## config.mk

```make
export PLATFORM = sky130hd
export DESIGN_NAME = slic_ctl
export DESIGN_NICKNAME = d
export VERILOG_FILES = /design/src/core/slic_ctl_pkg.sv /design/src/core/pin_sync.sv /design/src/core/ramp_gen.sv /design/src/core/slic_ctl.sv
export SDC_FILE = /design/constraint.sdc
export NUM_CORES = 1
export LEC_CHECK = 0
export CAP_MARGIN = 20
export CORE_AREA = 2 2 150 152
export CTS_CLUSTER_SIZE = 10
export DETAILED_ROUTE_END_ITERATION = 8
export DIE_AREA = 0 0 152 154
export DONT_BUFFER_PORTS = 1
export PLACE_DENSITY = 0.54
export SLEW_MARGIN = 20
export SYNTH_ARGS = -nofsm -noshare
export SYNTH_HDL_FRONTEND = slang
export SYNTH_SLANG_ARGS = --single-unit
```

## constraint.sdc

```tcl
create_clock -name sys_clk -period 4.3 [get_ports sys_clk]
set_clock_uncertainty 0.05 [all_clocks]
set_input_delay 0.86 -clock sys_clk [delete_from_list [all_inputs] [get_ports sys_clk]]
set_output_delay 0.86 -clock sys_clk [all_outputs]
set_load 0.05 [all_outputs]
```

## src/core/slic_ctl_pkg.sv

```systemverilog
//Contract
//- Polarity pin low gives direct, high gives reversed polarity in active and ring.
//- Every polarity change swaps the wires through a ramp, never a step.
//- Mode-select-low held in active mode enables metering; hold time sets pulse length.
//- Meter tone clock, gated by enable, becomes an envelope-shaped wave for injection.
//- Ring mode disables DC and AC loops; drivers act as plain voltage buffers.
//- Ring trip during ringing drives loop detect to its active low level.
//- Ring mode: power-down high, mode-select-low high, active-select low.
//- Metering: power-down, mode-select-low, active-select all high; polarity still selectable.
//- Loop detect is an active-low open-drain output.
package slic_ctl_pkg;

    localparam int          ADDR_W         = 5;
    localparam int          DATA_W         = 32;
    localparam int          DIV_W          = 16;

    localparam logic [4:0]  OFF_RAMP_DIV   = 5'h00;
    localparam logic [4:0]  OFF_STATUS     = 5'h04;
    localparam logic [4:0]  OFF_INT_STATUS = 5'h08;
    localparam logic [4:0]  OFF_INT_MASK   = 5'h0C;
    localparam logic [4:0]  OFF_ENV_DIV    = 5'h10;

    localparam logic [15:0] RAMP_DIV_RST   = 16'h0100;
    localparam logic [15:0] ENV_DIV_RST    = 16'h0040;

    localparam int          INT_RING_TRIP  = 0;
    localparam int          INT_HOOK       = 1;
    localparam int          INT_POL_DONE   = 2;
    localparam int          INT_METER_END  = 3;
    localparam int          INT_W          = 4;
    localparam logic [3:0]  INT_RST        = 4'h0;

    localparam int          ST_MODE_LSB    = 0;
    localparam int          ST_POL         = 3;
    localparam int          ST_RAMP_BUSY   = 4;
    localparam int          ST_DET         = 5;
    localparam int          ST_RING_TRIP   = 6;
    localparam int          ST_METER       = 7;
    localparam int          ST_LEVEL_LSB   = 8;
    localparam int          ST_DET_PIN     = 16;

    localparam int          PIN_PD         = 0;
    localparam int          PIN_MSL        = 1;
    localparam int          PIN_ACT        = 2;
    localparam int          PIN_POL        = 3;
    localparam int          PIN_TONE       = 4;
    localparam int          PIN_HOOK       = 5;
    localparam int          PIN_TRIP       = 6;
    localparam int          PIN_DETIN      = 7;
    localparam int          PIN_N          = 8;

    typedef enum logic [2:0] {
        MODE_POWER_DOWN,
        MODE_HIZ,
        MODE_ACTIVE,
        MODE_METER,
        MODE_RING
    } mode_t;

    function automatic mode_t decode_mode(input logic pd, input logic msl, input logic act);
        mode_t m;
        m = MODE_POWER_DOWN;
        if (!pd)
        begin
            m = MODE_POWER_DOWN;
        end
        else if (act)
        begin
            m = msl ? MODE_METER : MODE_ACTIVE;
        end
        else
        begin
            m = msl ? MODE_RING : MODE_HIZ;
        end
        return m;
    endfunction : decode_mode

endpackage : slic_ctl_pkg

```

## src/core/pin_sync.sv

```systemverilog
module pin_sync
    import slic_ctl_pkg::*;
(
    input  wire logic sys_clk,
    input  wire logic nrst,
    input  wire logic pin,
    output logic      level
);

    logic s1_r;
    logic s2_r;
    logic s3_r;
    logic level_r;
    logic level_nxt;

    // The first stage feeds only the second; a change counts once stages two and three agree.
    always_comb
    begin
        level_nxt = (s2_r == s3_r) ? s3_r : level_r;
    end

    always_ff @(posedge sys_clk or negedge nrst)
    begin
        if (!nrst)
        begin
            s1_r    <= 1'b0;
            s2_r    <= 1'b0;
            s3_r    <= 1'b0;
            level_r <= 1'b0;
        end
        else
        begin
            s1_r    <= pin;
            s2_r    <= s1_r;
            s3_r    <= s2_r;
            level_r <= level_nxt;
        end
    end

    assign level = level_r;

endmodule : pin_sync

```

## src/core/ramp_gen.sv

```systemverilog
module ramp_gen
    import slic_ctl_pkg::*;
#(
    parameter int W = 8
)
(
    input  wire logic         sys_clk,
    input  wire logic         nrst,
    input  wire logic         tick,
    input  wire logic         up,
    output logic [W-1:0]      level,
    output logic              busy
);

    localparam logic [W-1:0] TOP = {W{1'b1}};
    localparam logic [W-1:0] BOT = {W{1'b0}};

    logic [W-1:0] level_r;
    logic [W-1:0] level_nxt;

    // One step per tick, so the slope is set by the tick rate rather than by the pin edge.
    always_comb
    begin
        level_nxt = level_r;
        if (tick && up && level_r != TOP)
        begin
            level_nxt = level_r + 1'b1;
        end
        else if (tick && !up && level_r != BOT)
        begin
            level_nxt = level_r - 1'b1;
        end
    end

    always_ff @(posedge sys_clk or negedge nrst)
    begin
        if (!nrst)
        begin
            level_r <= BOT;
        end
        else
        begin
            level_r <= level_nxt;
        end
    end

    assign level = level_r;
    assign busy  = up ? (level_r != TOP) : (level_r != BOT);

endmodule : ramp_gen

```

## src/core/slic_ctl.sv

```systemverilog
module slic_ctl
    import slic_ctl_pkg::*;
#(
    parameter int LEVEL_W = 8
)
(
    input  wire logic                sys_clk,
    input  wire logic                nrst,
    input  wire logic [ADDR_W-1:0]   avs_address,
    input  wire logic                avs_read,
    input  wire logic                avs_write,
    input  wire logic [DATA_W-1:0]   avs_writedata,
    output logic      [DATA_W-1:0]   avs_readdata,
    output logic                     avs_waitrequest,
    output logic                     irq,
    input  wire logic                power_down_ctl,
    input  wire logic                mode_select_low,
    input  wire logic                active_select,
    input  wire logic                polarity_select,
    input  wire logic                meter_tone_clock,
    input  wire logic                off_hook_sense,
    input  wire logic                ring_trip_sense,
    input  wire logic                loop_detect_n_in,
    output logic                     loop_detect_n_out,
    output logic                     loop_detect_n_oe,
    output logic      [LEVEL_W-1:0]  line_polarity_level,
    output logic                     polarity_ramp_busy,
    output logic      [LEVEL_W-1:0]  shaped_meter_wave,
    output logic                     meter_inject_en,
    output logic                     dc_loop_en,
    output logic                     ac_loop_en,
    output logic                     driver_buffer_mode,
    output logic                     line_powered
);

    logic [PIN_N-1:0] pin_raw;
    logic [PIN_N-1:0] pin_s;

    assign pin_raw = {loop_detect_n_in, ring_trip_sense, off_hook_sense, meter_tone_clock,
                      polarity_select, active_select, mode_select_low, power_down_ctl};

    genvar gi;
    generate
        for (gi = 0; gi < PIN_N; gi++)
        begin : g_sync
            pin_sync u_sync (
                .sys_clk (sys_clk),
                .nrst    (nrst),
                .pin     (pin_raw[gi]),
                .level   (pin_s[gi])
            );
        end
    endgenerate

    mode_t mode;

    assign mode = decode_mode(pin_s[PIN_PD], pin_s[PIN_MSL], pin_s[PIN_ACT]);

    logic [DIV_W-1:0]  ramp_div_r;
    logic [DIV_W-1:0]  ramp_div_nxt;
    logic [DIV_W-1:0]  env_div_r;
    logic [DIV_W-1:0]  env_div_nxt;
    logic [INT_W-1:0]  int_mask_r;
    logic [INT_W-1:0]  int_mask_nxt;
    logic [INT_W-1:0]  int_status_r;
    logic [INT_W-1:0]  int_status_nxt;
    logic              ack_r;
    logic              ack_nxt;
    logic [DATA_W-1:0] rdata_r;
    logic [DATA_W-1:0] rdata_nxt;

    logic              pol_target_r;
    logic              pol_target_nxt;
    logic              trip_latch_r;
    logic              trip_latch_nxt;
    logic              det_r;
    logic              det_nxt;
    logic              pol_busy_d_r;
    logic              meter_on_d_r;
    logic [LEVEL_W-1:0] wave_r;
    logic [LEVEL_W-1:0] wave_nxt;
    logic              inject_r;
    logic              inject_nxt;
    logic [DIV_W-1:0]  ramp_cnt_r;
    logic [DIV_W-1:0]  ramp_cnt_nxt;
    logic [DIV_W-1:0]  env_cnt_r;
    logic [DIV_W-1:0]  env_cnt_nxt;
    logic              ramp_tick;
    logic              env_tick;
    logic              meter_gate;
    logic              pol_busy;
    logic              env_busy;
    logic [LEVEL_W-1:0] env_level;
    logic [INT_W-1:0]  events;

    // Polarity target follows the pin only where polarity has a meaning; in HI-Z and power
    // down the last polarity is kept so the line does not ramp while unfed.
    always_comb
    begin
        pol_target_nxt = pol_target_r;
        if (mode == MODE_ACTIVE || mode == MODE_METER || mode == MODE_RING)
        begin
            pol_target_nxt = pin_s[PIN_POL];
        end
    end

    // Step dividers for the reversal ramp and the meter envelope.
    always_comb
    begin
        ramp_tick    = (ramp_cnt_r >= ramp_div_r);
        env_tick     = (env_cnt_r >= env_div_r);
        ramp_cnt_nxt = ramp_tick ? '0 : ramp_cnt_r + 1'b1;
        env_cnt_nxt  = env_tick ? '0 : env_cnt_r + 1'b1;
    end

    ramp_gen #(
        .W (LEVEL_W)
    ) u_pol_ramp (
        .sys_clk (sys_clk),
        .nrst    (nrst),
        .tick    (ramp_tick),
        .up      (pol_target_r),
        .level   (line_polarity_level),
        .busy    (pol_busy)
    );

    assign meter_gate = (mode == MODE_METER);

    ramp_gen #(
        .W (LEVEL_W)
    ) u_env_ramp (
        .sys_clk (sys_clk),
        .nrst    (nrst),
        .tick    (env_tick),
        .up      (meter_gate),
        .level   (env_level),
        .busy    (env_busy)
    );

    // The envelope keeps decaying after the enable drops, so the tone must still run then.
    always_comb
    begin
        wave_nxt   = pin_s[PIN_TONE] ? env_level : '0;
        inject_nxt = (env_level != '0);
    end

    // Ring trip is held for the rest of the ring burst; leaving ring mode releases it.
    always_comb
    begin
        trip_latch_nxt = trip_latch_r;
        if (mode != MODE_RING)
        begin
            trip_latch_nxt = 1'b0;
        end
        else if (pin_s[PIN_TRIP])
        begin
            trip_latch_nxt = 1'b1;
        end
        case (mode)
            MODE_POWER_DOWN: det_nxt = 1'b0;
            MODE_RING:       det_nxt = trip_latch_nxt;
            MODE_HIZ,
            MODE_ACTIVE,
            MODE_METER:      det_nxt = pin_s[PIN_HOOK];
            default:         det_nxt = 1'b0;
        endcase
    end

    always_comb
    begin
        events                = '0;
        events[INT_RING_TRIP] = trip_latch_nxt & ~trip_latch_r;
        events[INT_HOOK]      = det_nxt ^ det_r;
        events[INT_POL_DONE]  = pol_busy_d_r & ~pol_busy;
        events[INT_METER_END] = meter_on_d_r & ~inject_r;
    end

    // Avalon slave: one wait cycle, answer on the second edge of the request.
    always_comb
    begin
        ack_nxt        = (avs_read | avs_write) & ~ack_r;
        rdata_nxt      = rdata_r;
        ramp_div_nxt   = ramp_div_r;
        env_div_nxt    = env_div_r;
        int_mask_nxt   = int_mask_r;
        int_status_nxt = int_status_r;
        if (avs_read && !ack_r)
        begin
            rdata_nxt = '0;
            case (avs_address)
                OFF_RAMP_DIV:   rdata_nxt[DIV_W-1:0] = ramp_div_r;
                OFF_ENV_DIV:    rdata_nxt[DIV_W-1:0] = env_div_r;
                OFF_INT_MASK:   rdata_nxt[INT_W-1:0] = int_mask_r;
                OFF_INT_STATUS: rdata_nxt[INT_W-1:0] = int_status_r;
                OFF_STATUS:
                begin
                    rdata_nxt[ST_MODE_LSB +: 3]       = mode;
                    rdata_nxt[ST_POL]                 = pol_target_r;
                    rdata_nxt[ST_RAMP_BUSY]           = pol_busy;
                    rdata_nxt[ST_DET]                 = det_r;
                    rdata_nxt[ST_RING_TRIP]           = trip_latch_r;
                    rdata_nxt[ST_METER]               = inject_r;
                    rdata_nxt[ST_LEVEL_LSB +: LEVEL_W] = line_polarity_level;
                    rdata_nxt[ST_DET_PIN]             = pin_s[PIN_DETIN];
                end
                default:        rdata_nxt = '0;
            endcase
        end
        if (avs_write && ack_r)
        begin
            case (avs_address)
                OFF_RAMP_DIV:   ramp_div_nxt   = avs_writedata[DIV_W-1:0];
                OFF_ENV_DIV:    env_div_nxt    = avs_writedata[DIV_W-1:0];
                OFF_INT_MASK:   int_mask_nxt   = avs_writedata[INT_W-1:0];
                OFF_INT_STATUS: int_status_nxt = int_status_r & ~avs_writedata[INT_W-1:0];
                default:        ;
            endcase
        end
        // A new event outranks a same-cycle clear.
        int_status_nxt = int_status_nxt | events;
    end

    always_ff @(posedge sys_clk or negedge nrst)
    begin
        if (!nrst)
        begin
            ack_r        <= 1'b0;
            rdata_r      <= '0;
            ramp_div_r   <= RAMP_DIV_RST;
            env_div_r    <= ENV_DIV_RST;
            int_mask_r   <= INT_RST;
            int_status_r <= INT_RST;
            ramp_cnt_r   <= '0;
            env_cnt_r    <= '0;
            pol_target_r <= 1'b0;
            trip_latch_r <= 1'b0;
            det_r        <= 1'b0;
            pol_busy_d_r <= 1'b0;
            meter_on_d_r <= 1'b0;
            wave_r       <= '0;
            inject_r     <= 1'b0;
        end
        else
        begin
            ack_r        <= ack_nxt;
            rdata_r      <= rdata_nxt;
            ramp_div_r   <= ramp_div_nxt;
            env_div_r    <= env_div_nxt;
            int_mask_r   <= int_mask_nxt;
            int_status_r <= int_status_nxt;
            ramp_cnt_r   <= ramp_cnt_nxt;
            env_cnt_r    <= env_cnt_nxt;
            pol_target_r <= pol_target_nxt;
            trip_latch_r <= trip_latch_nxt;
            det_r        <= det_nxt;
            pol_busy_d_r <= pol_busy;
            meter_on_d_r <= inject_r;
            wave_r       <= wave_nxt;
            inject_r     <= inject_nxt;
        end
    end

    assign avs_waitrequest    = (avs_read | avs_write) & ~ack_r;
    assign avs_readdata       = rdata_r;
    assign irq                = |(int_status_r & int_mask_r);
    assign loop_detect_n_out  = 1'b0;
    assign loop_detect_n_oe   = det_r;
    assign polarity_ramp_busy = pol_busy;
    assign shaped_meter_wave  = wave_r;
    assign meter_inject_en    = inject_r;
    assign dc_loop_en         = (mode != MODE_POWER_DOWN) && (mode != MODE_RING);
    assign ac_loop_en         = (mode == MODE_ACTIVE) || (mode == MODE_METER);
    assign driver_buffer_mode = (mode == MODE_RING);
    assign line_powered       = (mode != MODE_POWER_DOWN);

endmodule : slic_ctl

```

; Word level (Yosys, flattened, before mapping)
; Cells that the tools add are included.
[word_totals]
reg_bits = 152
word_cells = 137
[classes]
reduce_logical = 27
addsub = 6
n_eq_ne = 19
bitwise = 14
magnitude_cmp = 2
muxes = 20
[ops]
columns = op, count
row1 = $mux 8, 5
row2 = $pmux 12 s3, 1
row3 = $add 16x1->16 const B, 2
row4 = $ge 16x16->1, 2
row5 = $mux 16, 2
row6 = $pmux 4 s5, 1
row7 = $add 8x1->8 const B, 2
row8 = $ne 8x8->1 const B, 2
row9 = $reduce_bool 8->1, 2
row10 = $sub 8x1->8 const B, 2
row11 = $logic_and 1x1->1, 11
row12 = $eq 5x4->1 const B, 2
row13 = $mux 3, 3
row14 = $and 4x4->4, 2
row15 = $eq 1x1->1, 8
row16 = $mux 4, 2
row17 = $eq 3x2->1 const B, 2
row18 = $reduce_and 2->1, 3
row19 = $eq 5x3->1 const B, 1
row20 = $eq 5x5->1 const B, 1
row21 = $logic_not 5->1, 1
row22 = $mux 1, 5
row23 = $and 1x1->1, 4
row24 = $not 1->1, 4
row25 = other kinds (14), 18

; Logic depth before layout (Yosys ltp)
[depth]
depth_word = 9
ltp_mapped = 15
mapped_depth_nobuf = 14

; Cells and area by module
; A second synthesis with hierarchy kept.
[unflattened]
hier_cells = 705
hier_area_um2 = 7741.2
[modules_own_cells]
columns = module, instances, area_each_um2, seq_area_each_um2, cells_each
row1 = slic_ctl, 1, 5601.6, 2605.0, 557
row2 = ramp_gen, 2, 624.3, 200.2, 54
row3 = pin_sync, 8, 111.4, 100.1, 5

; Worst setup path before layout
; Ideal clock, no wire load.
[synth_timing]
path_kind = flip-flop to flip-flop
from = register env_div_r[6]
to = register u_env_ramp.level_r[6], in the netlist u_env_ramp.level[6]
path_slack_ns = 0.778
stages_incl_launch_ff = 16
required_time_ns = 4.125
t_arrival_ns = 3.347
n_path_buf = 1
period_less_slack_ns = 3.522
path_cell_list = dfstp_2 inv_1 ha_1 nand2_1 nor3_1 a21oi_1 o21ai_2 clkbuf_1 nand2_1 fa_1 a21o_1 a21oi_1 o21bai_1 a21oi_1 xnor2_1 mux2_4
[synth_between]
elab_chain_cells = 4
elab_cells_between_ends = 7
classes_between = 1 x order compare / 1 x mux / 5 x reduce/logical
[synth_lines]
columns = item, line_no
row1 = from (decl), slic_ctl.sv:61  ; logic [DIV_W-1:0] env_div_r;
row2 = from (signal assigned), slic_ctl.sv:248  ; env_div_r <= env_div_nxt;
row3 = $ge 16x16->1 (*), slic_ctl.sv:111  ; env_tick = (env_cnt_r >= env_div_r);
row4 = $logic_and 1x1->1 (on tied branches) (2 in series), "ramp_gen.sv:25, ramp_gen.sv:29"
row5 = $mux 8 or $reduce_bool 2->1 (tied branches), -
row6 = to (signal assigned), ramp_gen.sv:43  ; level_r <= level_nxt;
row7 = to (decl), ramp_gen.sv:18  ; logic [W-1:0] level_r;
; Every way passes the cells marked *; elsewhere a longest branch is shown, timed or not.
; A chain may end at the register's enable or synchronous reset.

; Worst setup path after layout
[layout_timing]
from = register g_sync[2].u_sync.level_r
to = register u_env_ramp.level_r[7], in the netlist u_env_ramp.level[7]
[layout_between]
elab_chain_cells = 7
elab_cells_between_ends = 10
classes_between = 1 x eq/ne / 3 x mux / 6 x reduce/logical
[layout_lines]
columns = item, line_no
row1 = from (decl), pin_sync.sv:13  ; logic level_r;
row2 = from (signal assigned), pin_sync.sv:36  ; level_r <= level_nxt;
row3 = $mux 3 (*), slic_ctl_pkg.sv:67  ; else if (act)
row4 = $mux 3 (*), slic_ctl_pkg.sv:63  ; if (!pd)
row5 = $eq 3x2->1 (*), slic_ctl.sv:127  ; assign meter_gate = (mode == MODE_METER);
row6 = $logic_not 1->1, ramp_gen.sv:29  ; else if (tick && !up && level_r != BOT)
row7 = $logic_and 1x1->1 (2 in series), ramp_gen.sv:29
row8 = $reduce_bool 2->1 (no line), -
; Marks and branches as above.

==> metrics.yaml <==
critPathSlowestCell: "sky130_fd_sc_hd__dfrtp_1"
cts-root-buf: "sky130_fd_sc_hd__clkbuf_16"
final_layout_size_suffix_gt1_share_pct: 11.43
design.portCount: 107
chipHeight_um: 154
design.final.nets: 811
largest_net_degree_at_the_start_of_global_routing: 153
cts_buffers: 17
syn_inst: 706
dr.pass1.iters: 4
layout.cells.most_common_list: "sky130_fd_sc_hd__dfrtp_1 (150), sky130_fd_sc_hd__nand2_1 (72), sky130_fd_sc_hd__nor2_1 (61)"
depth_of_the_cts_h_tree: 4
grt_pass1_wl_um: 26000
maxCapViolCount: 0
yosys.area.top_type: "sky130_fd_sc_hd__dfrtp_1"
insertion_delay_of_the_later_clocked_pin_in_the_worst_skew_pair_ns: 0.42
die-area_sq_um: 23410
cts.clk_slew.worst_paths_ns: 0.07
path_cells: "inv_1 > ha_1 > nor2b_1 > and2_1 > o21a_1 > nand2_1 > ha_1 > a21oi_1 > o211ai_1 > o41ai_1 > xor2_1 > o211ai_1 > xnor2_1"
final-seq-area_sq_um: 3806
worst-path-max-fanout: 7
antenna_cells: 0
multi_input_comb_area_sq_um: 3400
cellLeakagePower_nw: 3.959
cp_slowest_stage_delay_ns: 0.44
cts-hold-fix-buffers: 0
tightestPinTransition_ns: 1.060
timing.critical_path.to_type: "flip-flop"
count_of_unique_library_cells_instantiated_by_yosys: 51
first_global_vias: 4740
timing.final.crit_period_ns: 3.461
setup_violations: 0
postRouteAntennaNets: 0
drcViolationCount: 0
synthTopCellsByArea: "sky130_fd_sc_hd__dfrtp_1 (50%), sky130_fd_sc_hd__ha_1 (7.8%), sky130_fd_sc_hd__nand2_1 (3.6%), sky130_fd_sc_hd__o21ai_0 (3.2%), sky130_fd_sc_hd__mux2_4 (3.2%)"
clkSinkCount: 152
yosysTopAreaCellShare_pct: 49.89
synth_seq_cells: 152
p_per_area_nw_per_um2: 502.5
ys_async_sr_fraction_pct: 100.0
startpoint_type: "flip-flop"
final_max_slew_viol_count: 0
synthFlopType: "sky130_fd_sc_hd__dfrtp_1"
placement.io_buffers: 0
die_w_um: 152
wl_per_cell_um: 15.49
final_common_cell: "sky130_fd_sc_hd__dfrtp_1"
design.core.area_sq_um: 21690
place.gp.congestion: 0.7635
hold_violations_final: 0
post_route_core_utilization_pct: 38.55
vdd_ir_drop_max_mv: 0.2567
min_period_over_period_pct: 80.49
nFillCells: 2129
cp.arrival_ns: 3.71
totalNegativeSetupSlack_ns: 0
required_ns: 4.55
synth_edf_count: 0
rsz0062_at_grt: "false"
syn_avg_cell_area_sq_um: 10.66
cts.repair.resized: 0
drtIter0Drc: 167
overflow: 0
tritoncts: "done"
route.vias.total: 4797
seq_area_frac_synth_pct: 50.59
antenna_found_initial: 0
place_hpwl_um: 11040
clock_path_buffers: 2
outcome: "complete, no violations"
syn_area_sq_um: 7523
path_class: "flip-flop to flip-flop"
max_freq_ghz: 0.2889
initial_core_util_pct: 34.69
layout-area-overhead-vs-synth_pct: 11.14
max_slew_margin_pct: 28.93
routed_wl_um: 15590
synth.yosys.warnings: 0
postCtsSetupRepairBufs: 0
post_drt_via_cell_ratio: 4.768
grt_total_usage_pct: 14.03
min_path_type: "primary input to asynchronous set/reset pin"
row_count: 54
==> final timing paths <==
| path | from | to | slack, ns | cells after the start |
|---|---|---|---|---|
| min in group sys_clk | g_sync[6].u_sync.s1_r | g_sync[6].u_sync.s2_r | 0.30 | 0 |
| max in group asynchronous | nrst | ramp_div_r[8] | 3.83 | 0 |
| max reg2reg | g_sync[2].u_sync.level | u_env_ramp.level[7] | 0.84 | 13 |
| min | nrst | g_sync[1].u_sync.s1_r | 0.08 | 0 |
| min reg2reg | g_sync[6].u_sync.s1_r | g_sync[6].u_sync.s2_r | 0.30 | 0 |
| max | g_sync[2].u_sync.level | u_env_ramp.level[7] | 0.84 | 13 |
==> state kept, by name, indices dropped and copies added (netlist names) <==
signal,count
meter_on_d_r,1
ramp_cnt_r,16
ack_r,1
int_status_r,4
avs_readdata,17
g_sync.u_sync.s2_r,8
g_sync.u_sync.level,8
env_cnt_r,16
pol_target_r,1
u_env_ramp.level,8
shaped_meter_wave,8
g_sync.u_sync.s3_r,8
env_div_r,16
meter_inject_en,1
loop_detect_n_oe,1
u_pol_ramp.level,8
ramp_div_r,16
int_mask_r,4
trip_latch_r,1
pol_busy_d_r,1
g_sync.u_sync.s1_r,8
==> where the power goes <==
group	leakage [nW]	internal (mW)	total, mW	switching [mW]
Sequential	1.89	1.61	1.89	0.279
Clock	0.271	0.862	1.49	0.626
Combinational	1.79	0.378	0.822	0.444
Total	3.96	2.85	4.20	1.35
==> critical path, delay by kind of cell (launching register included) <==
family	cells	cell delay, ns
xor+xnor	2	0.32
flops	1	0.44
fa+ha+maj	2	0.69
simple gates	3	0.66
compound gates	5	1.12
buf+inv	1	0.06
==> cell families after synthesis <==
kind of cell,after synthesis,share of synthesized area [%]
xor+xnor,43,5.006
simple gates,206,12.71
other cells,1,0.04984
mux,53,8.398
buf+inv,80,5.239
flops,152,50.59
compound gates,114,8.598
fa+ha+maj,57,9.413
==> metal layers <==
metal | GRT usage [%] | vias up | wire length, um
met5 | 0 | - | 0
met4 | 4.139 | 0 | 187
met3 | 4.002 | 13 | 643
met2 | 22.44 | 68 | 7334
met1 | 18.60 | 2323 | 7419
li1 | - | 2393 | -
==> metrics by stage <==
stage / area, sq um / worst slack (ns) / std cells / power [mW] / hold slack [ns]
5_1_grt: 8362 / 0.5555 / 1006 / 4.453 / 0.04997
4_1_cts: 8359 / 0.7925 / 1006 / 4.260 / 0.05508
3_3_place_gp: 7779 / 0.8578 / 974 / 2.728 / 0.2839
3_5_place_dp: 7779 / 0.8203 / 974 / 2.751 / 0.2847
6_report: 8362 / 0.8391 / 1006 / 4.202 / 0.07601
2_1_floorplan: 7580 / 0.7778 / 721 / 2.572 / 0.2812
==> synth_stat cells, types with 3 or more instances <==
library cell,count
sky130_fd_sc_hd__a21o_1,4
sky130_fd_sc_hd__a21oi_1,39
sky130_fd_sc_hd__and2_1,10
sky130_fd_sc_hd__and3_1,4
sky130_fd_sc_hd__and4_1,3
sky130_fd_sc_hd__buf_2,3
sky130_fd_sc_hd__buf_4,16
sky130_fd_sc_hd__buf_6,4
sky130_fd_sc_hd__clkbuf_1,11
sky130_fd_sc_hd__dfrtp_1,150
sky130_fd_sc_hd__ha_1,47
sky130_fd_sc_hd__inv_1,46
sky130_fd_sc_hd__maj3_1,8
sky130_fd_sc_hd__mux2_2,17
sky130_fd_sc_hd__mux2_4,16
sky130_fd_sc_hd__mux2i_1,20
sky130_fd_sc_hd__nand2_1,72
sky130_fd_sc_hd__nand2b_1,3
sky130_fd_sc_hd__nand3_1,17
sky130_fd_sc_hd__nand4_1,10
sky130_fd_sc_hd__nor2_1,61
sky130_fd_sc_hd__nor2b_1,4
sky130_fd_sc_hd__nor3_1,9
sky130_fd_sc_hd__o211ai_1,4
sky130_fd_sc_hd__o21ai_0,48
sky130_fd_sc_hd__o22ai_1,3
sky130_fd_sc_hd__xnor2_1,21
sky130_fd_sc_hd__xor2_1,22
==> cell type report <==
type	count	area share [%]
Multi-Input combinational cell	489	40.66
Timing Repair Buffer	7	0.6285
Sequential cell	152	45.52
Inverter	46	2.065
Tap cell	280	4.190
Clock buffer	19	5.177
Clock inverter	13	1.766
No activity file was read; power rests on OpenSTA's default activity.
